--- src/logic/sbd_pkg.sv ---
package sbd_pkg;
	// ----------------------------------------
	// Descriptor field layout
	// ----------------------------------------
	localparam int F_AVAIL = 31;
	localparam int F_POL = 30;
	localparam int F_B29 = 29;
	localparam int F_ADDRD = 28;
	localparam int F_BYTE1 = 27;
	localparam int F_POS = 24;
	localparam int F_LADDR = 16;
	localparam int F_M8D = 23;
	localparam int F_M8S = 22;
	localparam int F_M4D = 21;
	localparam int F_M4S = 20;
	localparam int F_DUMMY = 16;
	localparam int F_RDOP = 8;
	localparam int F_WROP = 0;
	localparam int POS_W = 3;
	localparam int BYTE_W = 8;
	localparam int DUMMY_W = 4;
	localparam int MODE_W = 3;
	localparam int AW_W = 2;
	localparam int DI_BUSY = 0;
	localparam int DI_LATCH = 1;
	localparam int NUM_DESC = 2;

	// ----------------------------------------
	// Descriptor contents and device command set
	// ----------------------------------------
	localparam logic [31:0] BUSY_DESC = 32'h80580500;
	localparam logic [31:0] LATCH_DESC = 32'hb9026506;
	localparam logic [31:0] BUSY_RSVD_MASK = 32'h20000000;
	localparam logic [7:0] OP_NONE = 8'h00;
	localparam logic [7:0] OP_DESC_RD = 8'h5a;
	localparam logic [7:0] OP_PROGRAM = 8'h02;
	localparam int PROG_TIME_NS = 2000;
	localparam int CLK_PERIOD_NS = 20;
	localparam int PROG_CYCLES = (PROG_TIME_NS + CLK_PERIOD_NS - 1) / CLK_PERIOD_NS;
	localparam int PROG_CNT_W = 8;

	typedef enum logic [2:0] {MODE_1S, MODE_4S, MODE_4D, MODE_8S, MODE_8D} sbd_mode_type;
	typedef enum logic [2:0] {OPC_FETCH, OPC_POLL, OPC_LATCH, OPC_PROGRAM} sbd_opc_type;

	// ----------------------------------------
	// Register map of the controller
	// ----------------------------------------
	localparam int ADDR_W = 8;
	localparam logic [7:0] REG_CTRL = 8'h00;
	localparam logic [7:0] REG_STATUS = 8'h04;
	localparam logic [7:0] REG_DESC0 = 8'h08;
	localparam logic [7:0] REG_DESC1 = 8'h0c;
	localparam int C_GO = 0;
	localparam int C_OP = 1;
	localparam int C_MODE = 4;
	localparam int C_DUMMY = 8;
	localparam int C_AW = 12;
	localparam logic [1:0] AW8 = 2'h0;
	localparam int S_RUN = 0;
	localparam int S_DONE = 1;
	localparam int S_ERR = 2;
	localparam int S_BUSY = 3;
	localparam int S_LATCH = 4;
	localparam int S_BYTE = 8;

	// Support bit of a direct command for one mode
	function automatic logic mode_flag(input logic [31:0] w, input sbd_mode_type m);
		case (m)
			MODE_8D: mode_flag = w[F_M8D];
			MODE_8S: mode_flag = w[F_M8S];
			MODE_4D: mode_flag = w[F_M4D];
			MODE_4S: mode_flag = w[F_M4S];
			default: mode_flag = 1'b0;
		endcase
	endfunction

	// Raw register bit turned into an active/inactive meaning
	function automatic logic flag_active(input logic [7:0] b, input logic [2:0] pos, input logic pol);
		flag_active = b[pos] ^ pol;
	endfunction

	// Register address taken out of a command address
	function automatic logic [7:0] local_addr(input logic [31:0] w, input logic [31:0] a);
		local_addr = w[F_BYTE1] ? a[BYTE_W +: BYTE_W] : a[0 +: BYTE_W];
	endfunction
endpackage

--- src/logic/sbd_link_if.sv ---
`timescale 1ns/1ns
interface sbd_link_if;
	logic req;
	logic [7:0] opcode;
	logic [31:0] addr;
	sbd_pkg::sbd_mode_type mode;
	logic [3:0] dummy;
	logic [7:0] wdata;
	logic ack;
	logic err;
	logic [31:0] rdata;
	modport host(output req, opcode, addr, mode, dummy, wdata, input ack, err, rdata);
	modport dev(input req, opcode, addr, mode, dummy, wdata, output ack, err, rdata);
endinterface

--- src/logic/sbd_host.sv ---
// Design decisions made here: the address map and the APB register port.
`timescale 1ns/1ns
// Function
// - Busy descriptor bit 31 marks flag present
// - Busy polarity bit 30 decides active level
// - Busy descriptor bit 29 reads zero
// - Bit 28 selects addressed or direct access
// - Bit 27 puts register address byte 1
// - Byte-1 placement forbidden with 8-bit addressing
// - Bits 26-24 give flag bit position
// - Addressed: bits 23-16 hold register address
// - Direct: bits 23-20 flag supported modes
// - Direct: bits 19-16 give dummy cycles
// - Single-lane mode works with no dummies
// - Clear mode flag does not mean unusable
// - Bits 15-8 read opcode, 00h none
// - Bits 7-0 write opcode, 00h none
// - Latch descriptor bit 31 marks flag present
// - Latch polarity bit 30 decides enabled level
// - Latch bit 29: bit field or direct set
// - Reserved descriptor bits read as zero
module sbd_host import sbd_pkg::*; (
	input logic pclk,
	input logic presetn,
	input logic [ADDR_W-1:0] paddr,
	input logic psel,
	input logic penable,
	input logic pwrite,
	input logic [31:0] pwdata,
	output logic [31:0] prdata,
	output logic pready,
	output logic pslverr,
	sbd_link_if.host link
);
	typedef enum logic [2:0] {ST_IDLE, ST_DESC0, ST_DESC1, ST_POLL, ST_PPOLL, ST_PROG, ST_LATCH_W,
		ST_LATCH_R} sbd_state_type;

	sbd_state_type state_reg, state_next;
	sbd_opc_type op_cfg_reg;
	sbd_mode_type mode_cfg_reg, mode_reg;
	logic [3:0] dummy_cfg_reg, dummy_reg, nx_dummy;
	logic [1:0] aw_cfg_reg;
	logic [31:0] dsc_reg [NUM_DESC];
	logic [31:0] addr_reg, prdata_reg, nx_addr;
	logic [7:0] opcode_reg, wdata_reg, byte_reg, nx_op, nx_wdata;
	logic req_reg, done_reg, err_reg, busy_act_reg, latch_on_reg, pready_reg, pslverr_reg;
	logic [NUM_DESC-1:0] avail, pol, direct_set, addr_bad;
	logic [NUM_DESC-1:0][2:0] pos;
	logic [NUM_DESC-1:0][7:0] rd_op, wr_op;
	logic [NUM_DESC-1:0][3:0] dummy;
	logic [NUM_DESC-1:0][31:0] cmd_addr;
	logic wr_en, start, ans, fail, flag_now, cur, nx_bad;

	// Offsets the slave answers to
	function automatic logic mapped(input logic [ADDR_W-1:0] a);
		mapped = (a == REG_CTRL) || (a == REG_STATUS) || (a == REG_DESC0) || (a == REG_DESC1);
	endfunction

	// ----------------------------------------
	// Descriptor decoders, one per fetched word
	// ----------------------------------------
	genvar gi;
	generate
		for (gi = 0; gi < NUM_DESC; gi++) begin : g_dec
			sbd_desc_decode u_dec (
				.word(dsc_reg[gi]), .mode(mode_cfg_reg), .dummy_ovr(dummy_cfg_reg), .addr_width(aw_cfg_reg),
				.avail(avail[gi]), .pol(pol[gi]), .direct_set(direct_set[gi]), .pos(pos[gi]),
				.rd_op(rd_op[gi]), .wr_op(wr_op[gi]), .dummy(dummy[gi]), .cmd_addr(cmd_addr[gi]),
				.addr_bad(addr_bad[gi])
			);
		end
	endgenerate

	// ----------------------------------------
	// Next command from the current step
	// ----------------------------------------
	assign cur = (state_reg == ST_LATCH_W) || (state_reg == ST_LATCH_R);

	// Missing flag or 00h opcode ends the operation with an error
	always_comb begin
		nx_op = OP_NONE;
		nx_addr = '0;
		nx_dummy = '0;
		nx_wdata = '0;
		nx_bad = 1'b0;
		case (state_reg)
			ST_DESC0: begin
				nx_op = OP_DESC_RD;
				nx_addr = 32'(DI_BUSY);
			end
			ST_DESC1: begin
				nx_op = OP_DESC_RD;
				nx_addr = 32'(DI_LATCH);
			end
			ST_POLL, ST_PPOLL, ST_LATCH_R: begin
				nx_op = rd_op[cur];
				nx_addr = cmd_addr[cur];
				nx_dummy = dummy[cur];
				nx_bad = !avail[cur] || rd_op[cur] == OP_NONE || addr_bad[cur];
			end
			ST_LATCH_W: begin
				nx_op = wr_op[DI_LATCH];
				nx_addr = cmd_addr[DI_LATCH];
				nx_dummy = dummy[DI_LATCH];
				if (!direct_set[DI_LATCH]) begin
					nx_wdata[pos[DI_LATCH]] = ~pol[DI_LATCH];
				end
				nx_bad = !avail[DI_LATCH] || wr_op[DI_LATCH] == OP_NONE || addr_bad[DI_LATCH];
			end
			ST_PROG: begin
				nx_op = OP_PROGRAM;
			end
			default: begin
				nx_op = OP_NONE;
			end
		endcase
	end

	assign ans = req_reg && link.ack && !link.err;
	assign fail = (state_reg != ST_IDLE && !req_reg && nx_bad) || (req_reg && link.ack && link.err);
	assign flag_now = flag_active(link.rdata[0 +: BYTE_W], pos[cur], pol[cur]);
	assign wr_en = psel && penable && pready_reg && pwrite;
	assign start = wr_en && paddr == REG_CTRL && pwdata[C_GO] && state_reg == ST_IDLE;

	// ----------------------------------------
	// Sequencer
	// ----------------------------------------
	always_comb begin
		state_next = state_reg;
		if (state_reg == ST_IDLE) begin
			if (start) begin
				case (sbd_opc_type'(pwdata[C_OP +: MODE_W]))
					OPC_FETCH: state_next = ST_DESC0;
					OPC_POLL: state_next = ST_POLL;
					OPC_LATCH: state_next = ST_LATCH_W;
					OPC_PROGRAM: state_next = ST_PPOLL;
					default: state_next = ST_IDLE;
				endcase
			end
		end else if (fail) begin
			state_next = ST_IDLE;
		end else if (ans) begin
			case (state_reg)
				ST_DESC0: state_next = ST_DESC1;
				ST_PPOLL: state_next = flag_now ? ST_PPOLL : ST_PROG;
				ST_LATCH_W: state_next = (rd_op[DI_LATCH] != OP_NONE) ? ST_LATCH_R : ST_IDLE;
				default: state_next = ST_IDLE;
			endcase
		end
	end

	// State and link request; fields held until the answer
	always_ff @(posedge pclk or negedge presetn) begin
		if (!presetn) begin
			state_reg <= ST_IDLE;
			req_reg <= 1'b0;
			opcode_reg <= '0;
			addr_reg <= '0;
			mode_reg <= MODE_1S;
			dummy_reg <= '0;
			wdata_reg <= '0;
		end else begin
			state_reg <= state_next;
			if (req_reg) begin
				req_reg <= !link.ack;
			end else if (state_reg != ST_IDLE && !nx_bad) begin
				req_reg <= 1'b1;
				opcode_reg <= nx_op;
				addr_reg <= nx_addr;
				mode_reg <= mode_cfg_reg;
				dummy_reg <= nx_dummy;
				wdata_reg <= nx_wdata;
			end
		end
	end

	// Results of the operation
	always_ff @(posedge pclk or negedge presetn) begin
		if (!presetn) begin
			done_reg <= 1'b0;
			err_reg <= 1'b0;
			busy_act_reg <= 1'b0;
			latch_on_reg <= 1'b0;
			byte_reg <= '0;
			dsc_reg <= '{default: '0};
		end else if (start) begin
			done_reg <= 1'b0;
			err_reg <= 1'b0;
		end else begin
			if (state_reg != ST_IDLE && state_next == ST_IDLE) begin
				done_reg <= 1'b1;
				err_reg <= fail;
			end
			if (ans) begin
				byte_reg <= link.rdata[0 +: BYTE_W];
				case (state_reg)
					ST_DESC0: dsc_reg[DI_BUSY] <= link.rdata;
					ST_DESC1: dsc_reg[DI_LATCH] <= link.rdata;
					ST_POLL, ST_PPOLL: busy_act_reg <= flag_now;
					ST_LATCH_R: latch_on_reg <= flag_now;
					default: byte_reg <= link.rdata[0 +: BYTE_W];
				endcase
			end
		end
	end

	// ----------------------------------------
	// APB slave
	// ----------------------------------------
	// Settings change only while idle so a running command stays coherent
	always_ff @(posedge pclk or negedge presetn) begin
		if (!presetn) begin
			op_cfg_reg <= OPC_FETCH;
			mode_cfg_reg <= MODE_1S;
			dummy_cfg_reg <= '0;
			aw_cfg_reg <= AW8;
		end else if (wr_en && paddr == REG_CTRL && state_reg == ST_IDLE) begin
			op_cfg_reg <= sbd_opc_type'(pwdata[C_OP +: MODE_W]);
			mode_cfg_reg <= sbd_mode_type'(pwdata[C_MODE +: MODE_W]);
			dummy_cfg_reg <= pwdata[C_DUMMY +: DUMMY_W];
			aw_cfg_reg <= pwdata[C_AW +: AW_W];
		end
	end

	// Zero-wait answer: ready in the first access cycle
	always_ff @(posedge pclk or negedge presetn) begin
		if (!presetn) begin
			pready_reg <= 1'b0;
			pslverr_reg <= 1'b0;
			prdata_reg <= '0;
		end else begin
			pready_reg <= psel && !penable;
			pslverr_reg <= psel && !penable && !mapped(paddr);
			prdata_reg <= '0;
			if (psel && !penable && !pwrite) begin
				case (paddr)
					REG_CTRL: begin
						prdata_reg[C_OP +: MODE_W] <= op_cfg_reg;
						prdata_reg[C_MODE +: MODE_W] <= mode_cfg_reg;
						prdata_reg[C_DUMMY +: DUMMY_W] <= dummy_cfg_reg;
						prdata_reg[C_AW +: AW_W] <= aw_cfg_reg;
					end
					REG_STATUS: begin
						prdata_reg[S_RUN] <= state_reg != ST_IDLE;
						prdata_reg[S_DONE] <= done_reg;
						prdata_reg[S_ERR] <= err_reg;
						prdata_reg[S_BUSY] <= busy_act_reg;
						prdata_reg[S_LATCH] <= latch_on_reg;
						prdata_reg[S_BYTE +: BYTE_W] <= byte_reg;
					end
					REG_DESC0: prdata_reg <= dsc_reg[DI_BUSY];
					REG_DESC1: prdata_reg <= dsc_reg[DI_LATCH];
					default: prdata_reg <= '0;
				endcase
			end
		end
	end

	assign prdata = prdata_reg;
	assign pready = pready_reg;
	assign pslverr = pslverr_reg;
	assign link.req = req_reg;
	assign link.opcode = opcode_reg;
	assign link.addr = addr_reg;
	assign link.mode = mode_reg;
	assign link.dummy = dummy_reg;
	assign link.wdata = wdata_reg;
endmodule

--- src/logic/sbd_desc_decode.sv ---
`timescale 1ns/1ns
module sbd_desc_decode import sbd_pkg::*; (
	input logic [31:0] word,
	input sbd_mode_type mode,
	input logic [3:0] dummy_ovr,
	input logic [1:0] addr_width,
	output logic avail,
	output logic pol,
	output logic direct_set,
	output logic [2:0] pos,
	output logic [7:0] rd_op,
	output logic [7:0] wr_op,
	output logic [3:0] dummy,
	output logic [31:0] cmd_addr,
	output logic addr_bad
);
	logic [7:0] laddr;

	// ----------------------------------------
	// Plain fields
	// ----------------------------------------
	assign avail = word[F_AVAIL];
	assign pol = word[F_POL];
	assign direct_set = word[F_B29];
	assign pos = word[F_POS +: POS_W];
	assign rd_op = word[F_RDOP +: BYTE_W];
	assign wr_op = word[F_WROP +: BYTE_W];
	assign laddr = word[F_LADDR +: BYTE_W];

	// ----------------------------------------
	// Command address and dummy count
	// ----------------------------------------
	// Addressed commands put the register address in byte 0 or byte 1
	always_comb begin
		cmd_addr = '0;
		if (word[F_ADDRD]) begin
			cmd_addr = word[F_BYTE1] ? {16'h0000, laddr, 8'h00} : {24'h000000, laddr};
		end
	end

	// Byte-1 placement has no meaning with one address byte
	assign addr_bad = word[F_ADDRD] && word[F_BYTE1] && (addr_width == AW8);

	// Clear support bit is not a refusal: fall back to software count
	always_comb begin
		if (word[F_ADDRD]) begin
			dummy = dummy_ovr;
		end else if (mode == MODE_1S) begin
			dummy = '0;
		end else if (mode_flag(word, mode)) begin
			dummy = word[F_DUMMY +: DUMMY_W];
		end else begin
			dummy = dummy_ovr;
		end
	end
endmodule

--- src/flat_wrapper.sv ---
// flat-port wrapper written by rule: the top's interface ports become plain ports
module sbd_host_flat import sbd_pkg::*;
  (pclk, presetn, paddr, psel, penable, pwrite, pwdata, prdata, pready, pslverr, link_req, link_opcode, link_addr, link_mode, link_dummy, link_wdata, link_ack, link_err, link_rdata);
  sbd_link_if link_i ();
  input logic pclk;
  input logic presetn;
  input logic [ADDR_W-1:0] paddr;
  input logic psel;
  input logic penable;
  input logic pwrite;
  input logic [31:0] pwdata;
  output logic [31:0] prdata;
  output logic pready;
  output logic pslverr;
  output wire logic [$bits(link_i.req)-1:0] link_req;
  output wire logic [$bits(link_i.opcode)-1:0] link_opcode;
  output wire logic [$bits(link_i.addr)-1:0] link_addr;
  output wire logic [$bits(link_i.mode)-1:0] link_mode;
  output wire logic [$bits(link_i.dummy)-1:0] link_dummy;
  output wire logic [$bits(link_i.wdata)-1:0] link_wdata;
  input wire logic [$bits(link_i.ack)-1:0] link_ack;
  input wire logic [$bits(link_i.err)-1:0] link_err;
  input wire logic [$bits(link_i.rdata)-1:0] link_rdata;
  assign link_req = link_i.req;
  assign link_opcode = link_i.opcode;
  assign link_addr = link_i.addr;
  assign link_mode = link_i.mode;
  assign link_dummy = link_i.dummy;
  assign link_wdata = link_i.wdata;
  assign link_i.ack = link_ack;
  assign link_i.err = link_err;
  assign link_i.rdata = link_rdata;
  sbd_host u_core (.pclk(pclk), .presetn(presetn), .paddr(paddr), .psel(psel), .penable(penable), .pwrite(pwrite), .pwdata(pwdata), .prdata(prdata), .pready(pready), .pslverr(pslverr), .link(link_i));
endmodule
--- config.mk ---
export PLATFORM = sky130hd
export DESIGN_NAME = sbd_host_flat
export DESIGN_NICKNAME = d
export VERILOG_FILES = /design/src/logic/sbd_pkg.sv /design/src/logic/sbd_link_if.sv /design/src/logic/sbd_host.sv /design/src/logic/sbd_desc_decode.sv /design/src/flat_wrapper.sv
export SDC_FILE = /design/constraint.sdc
export NUM_CORES = 1
export LEC_CHECK = 0
export BUFFER_PORTS_ARGS = -buffer_cell sky130_fd_sc_hd__buf_2
export CORE_MARGIN = 2
export CORE_UTILIZATION = 39
export CTS_CLUSTER_SIZE = 24
export DETAILED_ROUTE_END_ITERATION = 7
export PLACE_DENSITY = 0.71
export SLEW_MARGIN = 20
export SYNTH_ARGS = -nofsm -noshare
export SYNTH_HDL_FRONTEND = slang
export SYNTH_HIERARCHICAL = 1
export SYNTH_SLANG_ARGS = --single-unit
--- constraint.sdc ---
create_clock -name pclk -period 2.3 [get_ports pclk]
set_input_delay 0.46 -clock pclk [delete_from_list [all_inputs] [get_ports pclk]]
set_output_delay 0.46 -clock pclk [all_outputs]
set_load 0.02 [all_outputs]
Word level (Yosys, flattened, before mapping)
Index checks and enable logic that the tools add are counted.
- $lt $le $gt $ge: 4
- equality and inequality tests: 17
- mux-type cells: 62
- bitwise operators: 5
- reduce and logical (&&, ||, !) cells: 60
- operators with widths (operator ; number):
    two-way mux 32 bit ; 5
    case mux 32 bit (3 select lines) ; 1
    two-way mux 16 bit ; 2
    two-way mux 4 bit ; 8
    two-way mux 8 bit ; 4
    case mux 16 bit (2 select lines) ; 1
    case mux 8 bit (4 select lines) ; 1
    zero test 8 bit ; 3
    case mux 6 bit (4 select lines) ; 1
    logical AND 1 bit ; 22
    two-way mux 3 bit ; 7
    two-way mux 1 bit ; 19
    == test 3 x 2 -> 1 bit, second input constant ; 6
    == test 8 x 4 -> 1 bit, second input constant ; 2
    case mux 4 bit (4 select lines) ; 1
    == test 3 bit, second input constant ; 5
    zero test 3 bit ; 4
    case mux 2 bit (3 select lines) ; 2
    case mux 3 bit (4 select lines) ; 1
    AND reduction 3 bit ; 4
    == test 3 x 1 -> 1 bit, second input constant ; 3
    zero test 1 bit ; 9
    logical OR 1 bit ; 9
    case mux 3 bit (3 select lines) ; 1
    20 further kinds ; 27
- bits in registers: 181
- input bits: 79
- output and inout bits: 90
- logic and storage cells: 169

Depth between registers and ports, before layout
- depth in word-level cells: 16
- depth in mapped cells: 12
- gate-level depth less buffers: 9

By module
The synthesis kept the hierarchy.
- modules (own cells, without submodules) (module ; times used ; cells each ; area each (sq um) ; seq. area each (sq um)):
    sbd_host ; 1 ; 695 ; 8488.1 ; 4529.3
    sbd_desc_decode ; 2 ; 74 ; 540.5 ; 0.0

Worst setup path after synthesis
No wires, ideal clock.
- path kind: reg-to-reg
- start: reg u_core/dsc_reg[14] in the netlist's numbering
- end: reg u_core.mode_reg[0], in the netlist u_core/link.mode[0]
- setup time: 125 ps
- data arrival time: 2069 ps
- required time: 2175 ps
- slack: 106 ps
- stages on the path, launching flop included: 9
- path buffers: 3
- period minus slack after synthesis: 2194 ps
- cell sequence: dfrtp_1 > buf_4 > nor4_1 > a211oi_2 > o32ai_2 > or3_1 > buf_4 > buf_6 > mux2_2
- cells in the longest elaborated chain, start to end: 9
- RTL lines (what ; line ; text):
    start: declaration ; sbd_host.sv:43 ; logic [31:0] dsc_reg [NUM_DESC];
    start signal: indexed assignment ; sbd_host.sv:197 ; ST_DESC0: dsc_reg[DI_BUSY] <= link.rdata;
    start signal: indexed assignment ; sbd_host.sv:198 ; ST_DESC1: dsc_reg[DI_LATCH] <= link.rdata;
    two-way mux 8 bit (implied by the code) (2 in a row) ; sbd_host.sv:99 ; nx_bad = !avail[cur] || rd_op[cur] == OP_NONE || addr_bad[cur];
    zero test 8 bit ; sbd_host.sv:99 ;
    logical OR 1 bit (2 in a row) ; sbd_host.sv:99 ;
    case mux 1 bit (2 select lines) ; sbd_host.sv:86 ; case (state_reg)
    zero test 1 bit ; sbd_host.sv:166 ; end else if (state_reg != ST_IDLE && !nx_bad) begin
    logical AND 1 bit ; sbd_host.sv:166 ;
    AND reduction 2 bit (no line) ; n/a ;
    end signal: assignment ; sbd_host.sv:170 ; mode_reg <= mode_cfg_reg;
    end: declaration ; sbd_host.sv:40 ; sbd_mode_type mode_cfg_reg, mode_reg;
No other way between the ends. The select of a mux whose other input is x is not followed.
A chain may end at the register's enable or synchronous reset.

Final worst setup path
- start: reg u_core.state_reg[2]
- end: reg u_core.done_reg
- cells in the longest elaborated chain, start to end: 15
- elaborated cells on any way between the ends: 41
- those cells by class: eq/ne: 5; mux: 20; bitwise: 1; reduce/logical: 15
- RTL lines (what ; line ; text):
    start: declaration ; sbd_host.sv:38 ; sbd_state_type state_reg, state_next;
    start signal: assignment ; sbd_host.sv:163 ; state_reg <= state_next;
    == test 3 bit, on equally long branches ; sbd_host.sv:77, sbd_host.sv:86, sbd_host.sv:143 ;
    logical OR 1 bit ; sbd_host.sv:77 ; assign cur = (state_reg == ST_LATCH_W) || (state_reg == ST_LATCH_R);
    two-way mux 3 bit (implied by the code) (tied with other cells) (2 in a row) ; sbd_host.sv:121 ; assign flag_now = flag_active(link.rdata[0 +: BYTE_W], pos[cur], pol[cur]);
    binary-select mux 1 bit (select 3 bit) (tied with other cells) ; sbd_pkg.sv:79 ; flag_active = b[pos] ^ pol;
    two-way mux 1 bit (implied by the code) or logical OR 1 bit (tied branches) ; sbd_pkg.sv:79, sbd_host.sv:99 ;
    bitwise XOR 1 bit or logical OR 1 bit (tied branches) ; sbd_pkg.sv:79, sbd_host.sv:99 ;
    two-way mux 1 bit or case mux 1 bit (2 select lines) (tied branches) ; sbd_host.sv:145, sbd_host.sv:86 ;
    case mux 3 bit (3 select lines) or logical AND 1 bit (tied branches) ; sbd_host.sv:143, sbd_host.sv:120 ;
    two-way mux 3 bit or logical OR 1 bit (tied branches) ; sbd_host.sv:142, sbd_host.sv:120 ;
    two-way mux 3 bit ; sbd_host.sv:140 ; end else if (fail) begin
    two-way mux 3 bit ; sbd_host.sv:130 ; if (state_reg == ST_IDLE) begin
    zero test 3 bit ; sbd_host.sv:190 ; if (state_reg != ST_IDLE && state_next == ST_IDLE) begin
    logical AND 1 bit ; sbd_host.sv:190 ;
    nonzero test 2 bit (no line) ; n/a ;
    end signal: assignment ; sbd_host.sv:180 ; done_reg <= 1'b0;
    end signal: assignment ; sbd_host.sv:187 ; done_reg <= 1'b0;
    end signal: assignment ; sbd_host.sv:191 ; done_reg <= 1'b1;
    end: declaration ; sbd_host.sv:46 ; logic req_reg, done_reg, err_reg, busy_act_reg, latch_on_reg, pready_reg, pslverr_reg;
Several ways; a longest one is shown, not always the timed one. The select of a mux whose other input is x is not followed.

==> flow_summary_export.csv <==
group,metric,value,unit
outcome,outcome,"complete, no violations",
setup_path,cp_cell_sequence,"buf_12 -> a21bo_4 -> a21boi_1 -> and4bb_1 -> nor4_4 -> mux2i_2 -> a21oi_2 -> a22o_1",
cells_and_area,utilization,0.467,
drt,num_vias,6772,
cells_and_area,stdcell_count,1326,
drt,vias_per_cell,5.11,
setup_path,crit_buf_inv,1,
pwr,vdd_ir_drop_max,518,µV
clock_tree,clock_latency,0.43,ns
floorplan,die-area,25600,µm²
setup_path,endpoint_kind,"flop",
cells_and_area,syn_to_final_growth,18.6,%
cells_and_area,drive_gt1_frac,0.389,
pwr,p_per_area,687,nW/µm²
cells_and_area,stdcell_area,11300,µm²
timing,rsz0062_at_grt,"true",
global_route,grt_overflow,0,
setup_path,required,2.62,ns
global_route,grt_first_pass_wirelength,38.5,mm
placement,place_inst,1286,
cells_and_area,multi_input_area,4360,µm²
logic_synthesis,synth_warnings,6,
clock_tree,clk_pin_slew,0.08,ns
setup_path,max_stage_delay,0.40,ns
cells_and_area,mostFrequentLayoutCell,"dfrtp_1",
floorplan,ios,169,
placement,portBuffers,149,
floorplan,initial_core_util,0.394,
pwr,p_leak,5.74,nW
timing,finalHoldViolCount,0,
timing,slew_headroom,0.560,
cells_and_area,fillers,2276,
clock_tree,cts_buffer_depth,2,
placement,placed_cell_area,10600,µm²
pwr,seq_power_share,0.482,
pwr,p_sw,2.29,mW
timing,clock.fmax,444,MHz
global_route,grt_max_degree,52,
timing,setup_ws,0.0474,ns
placement,hpwl,18.3,mm
clock_tree,cts_root_buf,"clkbuf_16",
setup_path,critPathLaunchType,"flop",
cells_and_area,largest_reg_flops,64,
pwr,internal-power,5.46,mW
placement,place_ws,-0.0777,ns
setup_path,slowest_stage,"dfrtp_1",
clock_tree,cts_tree,"built",
pwr,comb_power_share,0.165,
floorplan,die_h,160,µm
clock_tree,ctsHtreeMaxLevel,4,
timing,holdWs,0.253,ns
drt,wl_per_cell,18.6,µm
timing,skew,0.0144,ns
clock_tree,clkSinkCount,181,
drt,drcViolationCount,0,
pwr,pwr-share-clk,0.353,
pwr,switching_share,0.295,
logic_synthesis,synth_cells,834,
placement,gp_congestion,0.944,
drt,ant_nets,0,
setup_path,crit_family,"compound AO/OA/AOI/OAI gates",
timing,timing.final.crit_share,0.979,
global_route,grt_use_total,0.195,
clock_tree,cts_made_buffers,17,
hold_path,hp-class,"primary input to flop",
drt,firstDrtPassIters,5,
cells_and_area,seqCellArea,4530,µm²
flow_run,cap_violations,0,
timing,drv_slew,0,
global_route,grt_pass1_vias,6775,
timing,tightest_slew,0.659,ns
timing,finalCriticalPeriod,2.25,ns
floorplan,core.rowCount,57,
logic_synthesis,syn_avg_cell_area,11.4,µm²
setup_path,crit_arrival,2.57,ns
cells_and_area,final_net_count,1066,
drt,first_iter_violations,501,
timing,finalSetupViolCount,0,
drt,drt_wl_total,24.7,mm
floorplan,core_area,24100,µm²
logic_synthesis,syn_area,9500,µm²
cells_and_area,final_cell_mix,"dfrtp_1, buf_2, mux2_2, nand2_1, buf_4",
global_route,antenna_found_initial,5,
floorplan,die_w,160,µm
setup_path,crit_fanout,12,
setup_path,path_class,"flop to flop",
-- layout make-up --
cell class / instances / share of cell area
Multi-Input combinational cell: 554 / 0.387
Antenna cell: 4 / 0.000888
Sequential cell: 181 / 0.402
Timing Repair Buffer: 221 / 0.122
Clock buffer: 17 / 0.0378
Inverter: 12 / 0.00400
Tap cell: 324 / 0.0360
Clock inverter: 13 / 0.0103
-- per-layer routing --
layer | GRT usage | wire length (µm) | vias up
li1 | - | - | 3199
met1 | 0.264 | 11100 | 3331
met2 | 0.308 | 11500 | 201
met3 | 0.0457 | 1450 | 37
met4 | 0.0667 | 629 | 4
met5 | 0 | 30 | -
-- power by group through the flow --
stage | sequential [mW] | combinational (mW) | clock (mW)
3_5_place_dp | 3.79 | 1.26 | 0
4_1_cts | 3.73 | 1.26 | 2.79
2_1_floorplan | 3.89 | 0.717 | 0
3_3_place_gp | 3.77 | 1.23 | 0
5_1_grt | 3.78 | 1.41 | 2.90
6_report | 3.73 | 1.28 | 2.73
-- through the flow --
step / total power, mW / TNS (ns)
global route: 8.09 / -0.303
floorplan: 4.60 / 0
CTS: 7.79 / 0
detailed placement: 5.05 / -2.02
global placement: 5.00 / -1.92
finish: 7.74 / 0
-- timing repair --
item,CTS,global route
endpoints found under the setup margin,2,52
gates cloned,0,0
endpoints found under the hold margin,11,0
resized for setup,1,12
hold buffers,1,0
pin swaps,0,6
buffers inserted,0,5
-- path summary, 6_finish.rpt --
| check | start | slack, ns | endpoint | depth (start not counted) |
|---|---|---|---|---|
| max in group asynchronous | presetn | 1.04 | u_core/dsc_reg[15]$_DFFE_PN0P_ | 3 |
| hold reg to reg | u_core/link.addr[11]$_DFFE_PN0P_ | 0.47 | u_core/link.addr[11]$_DFFE_PN0P_ | 2 |
| min in group asynchronous | presetn | 0.56 | u_core/prdata[6]$_DFF_PN0_ | 2 |
| setup reg to reg | u_core/state_reg[2]$_DFF_PN0_ | 0.05 | u_core/done_reg$_DFFE_PN0P_ | 8 |
| setup / recovery | u_core/state_reg[2]$_DFF_PN0_ | 0.05 | u_core/done_reg$_DFFE_PN0P_ | 8 |
| hold / removal | pwdata[3] | 0.25 | u_core/state_reg[0]$_DFF_PN0_ | 2 |
(Power assumes the default switching activity.)
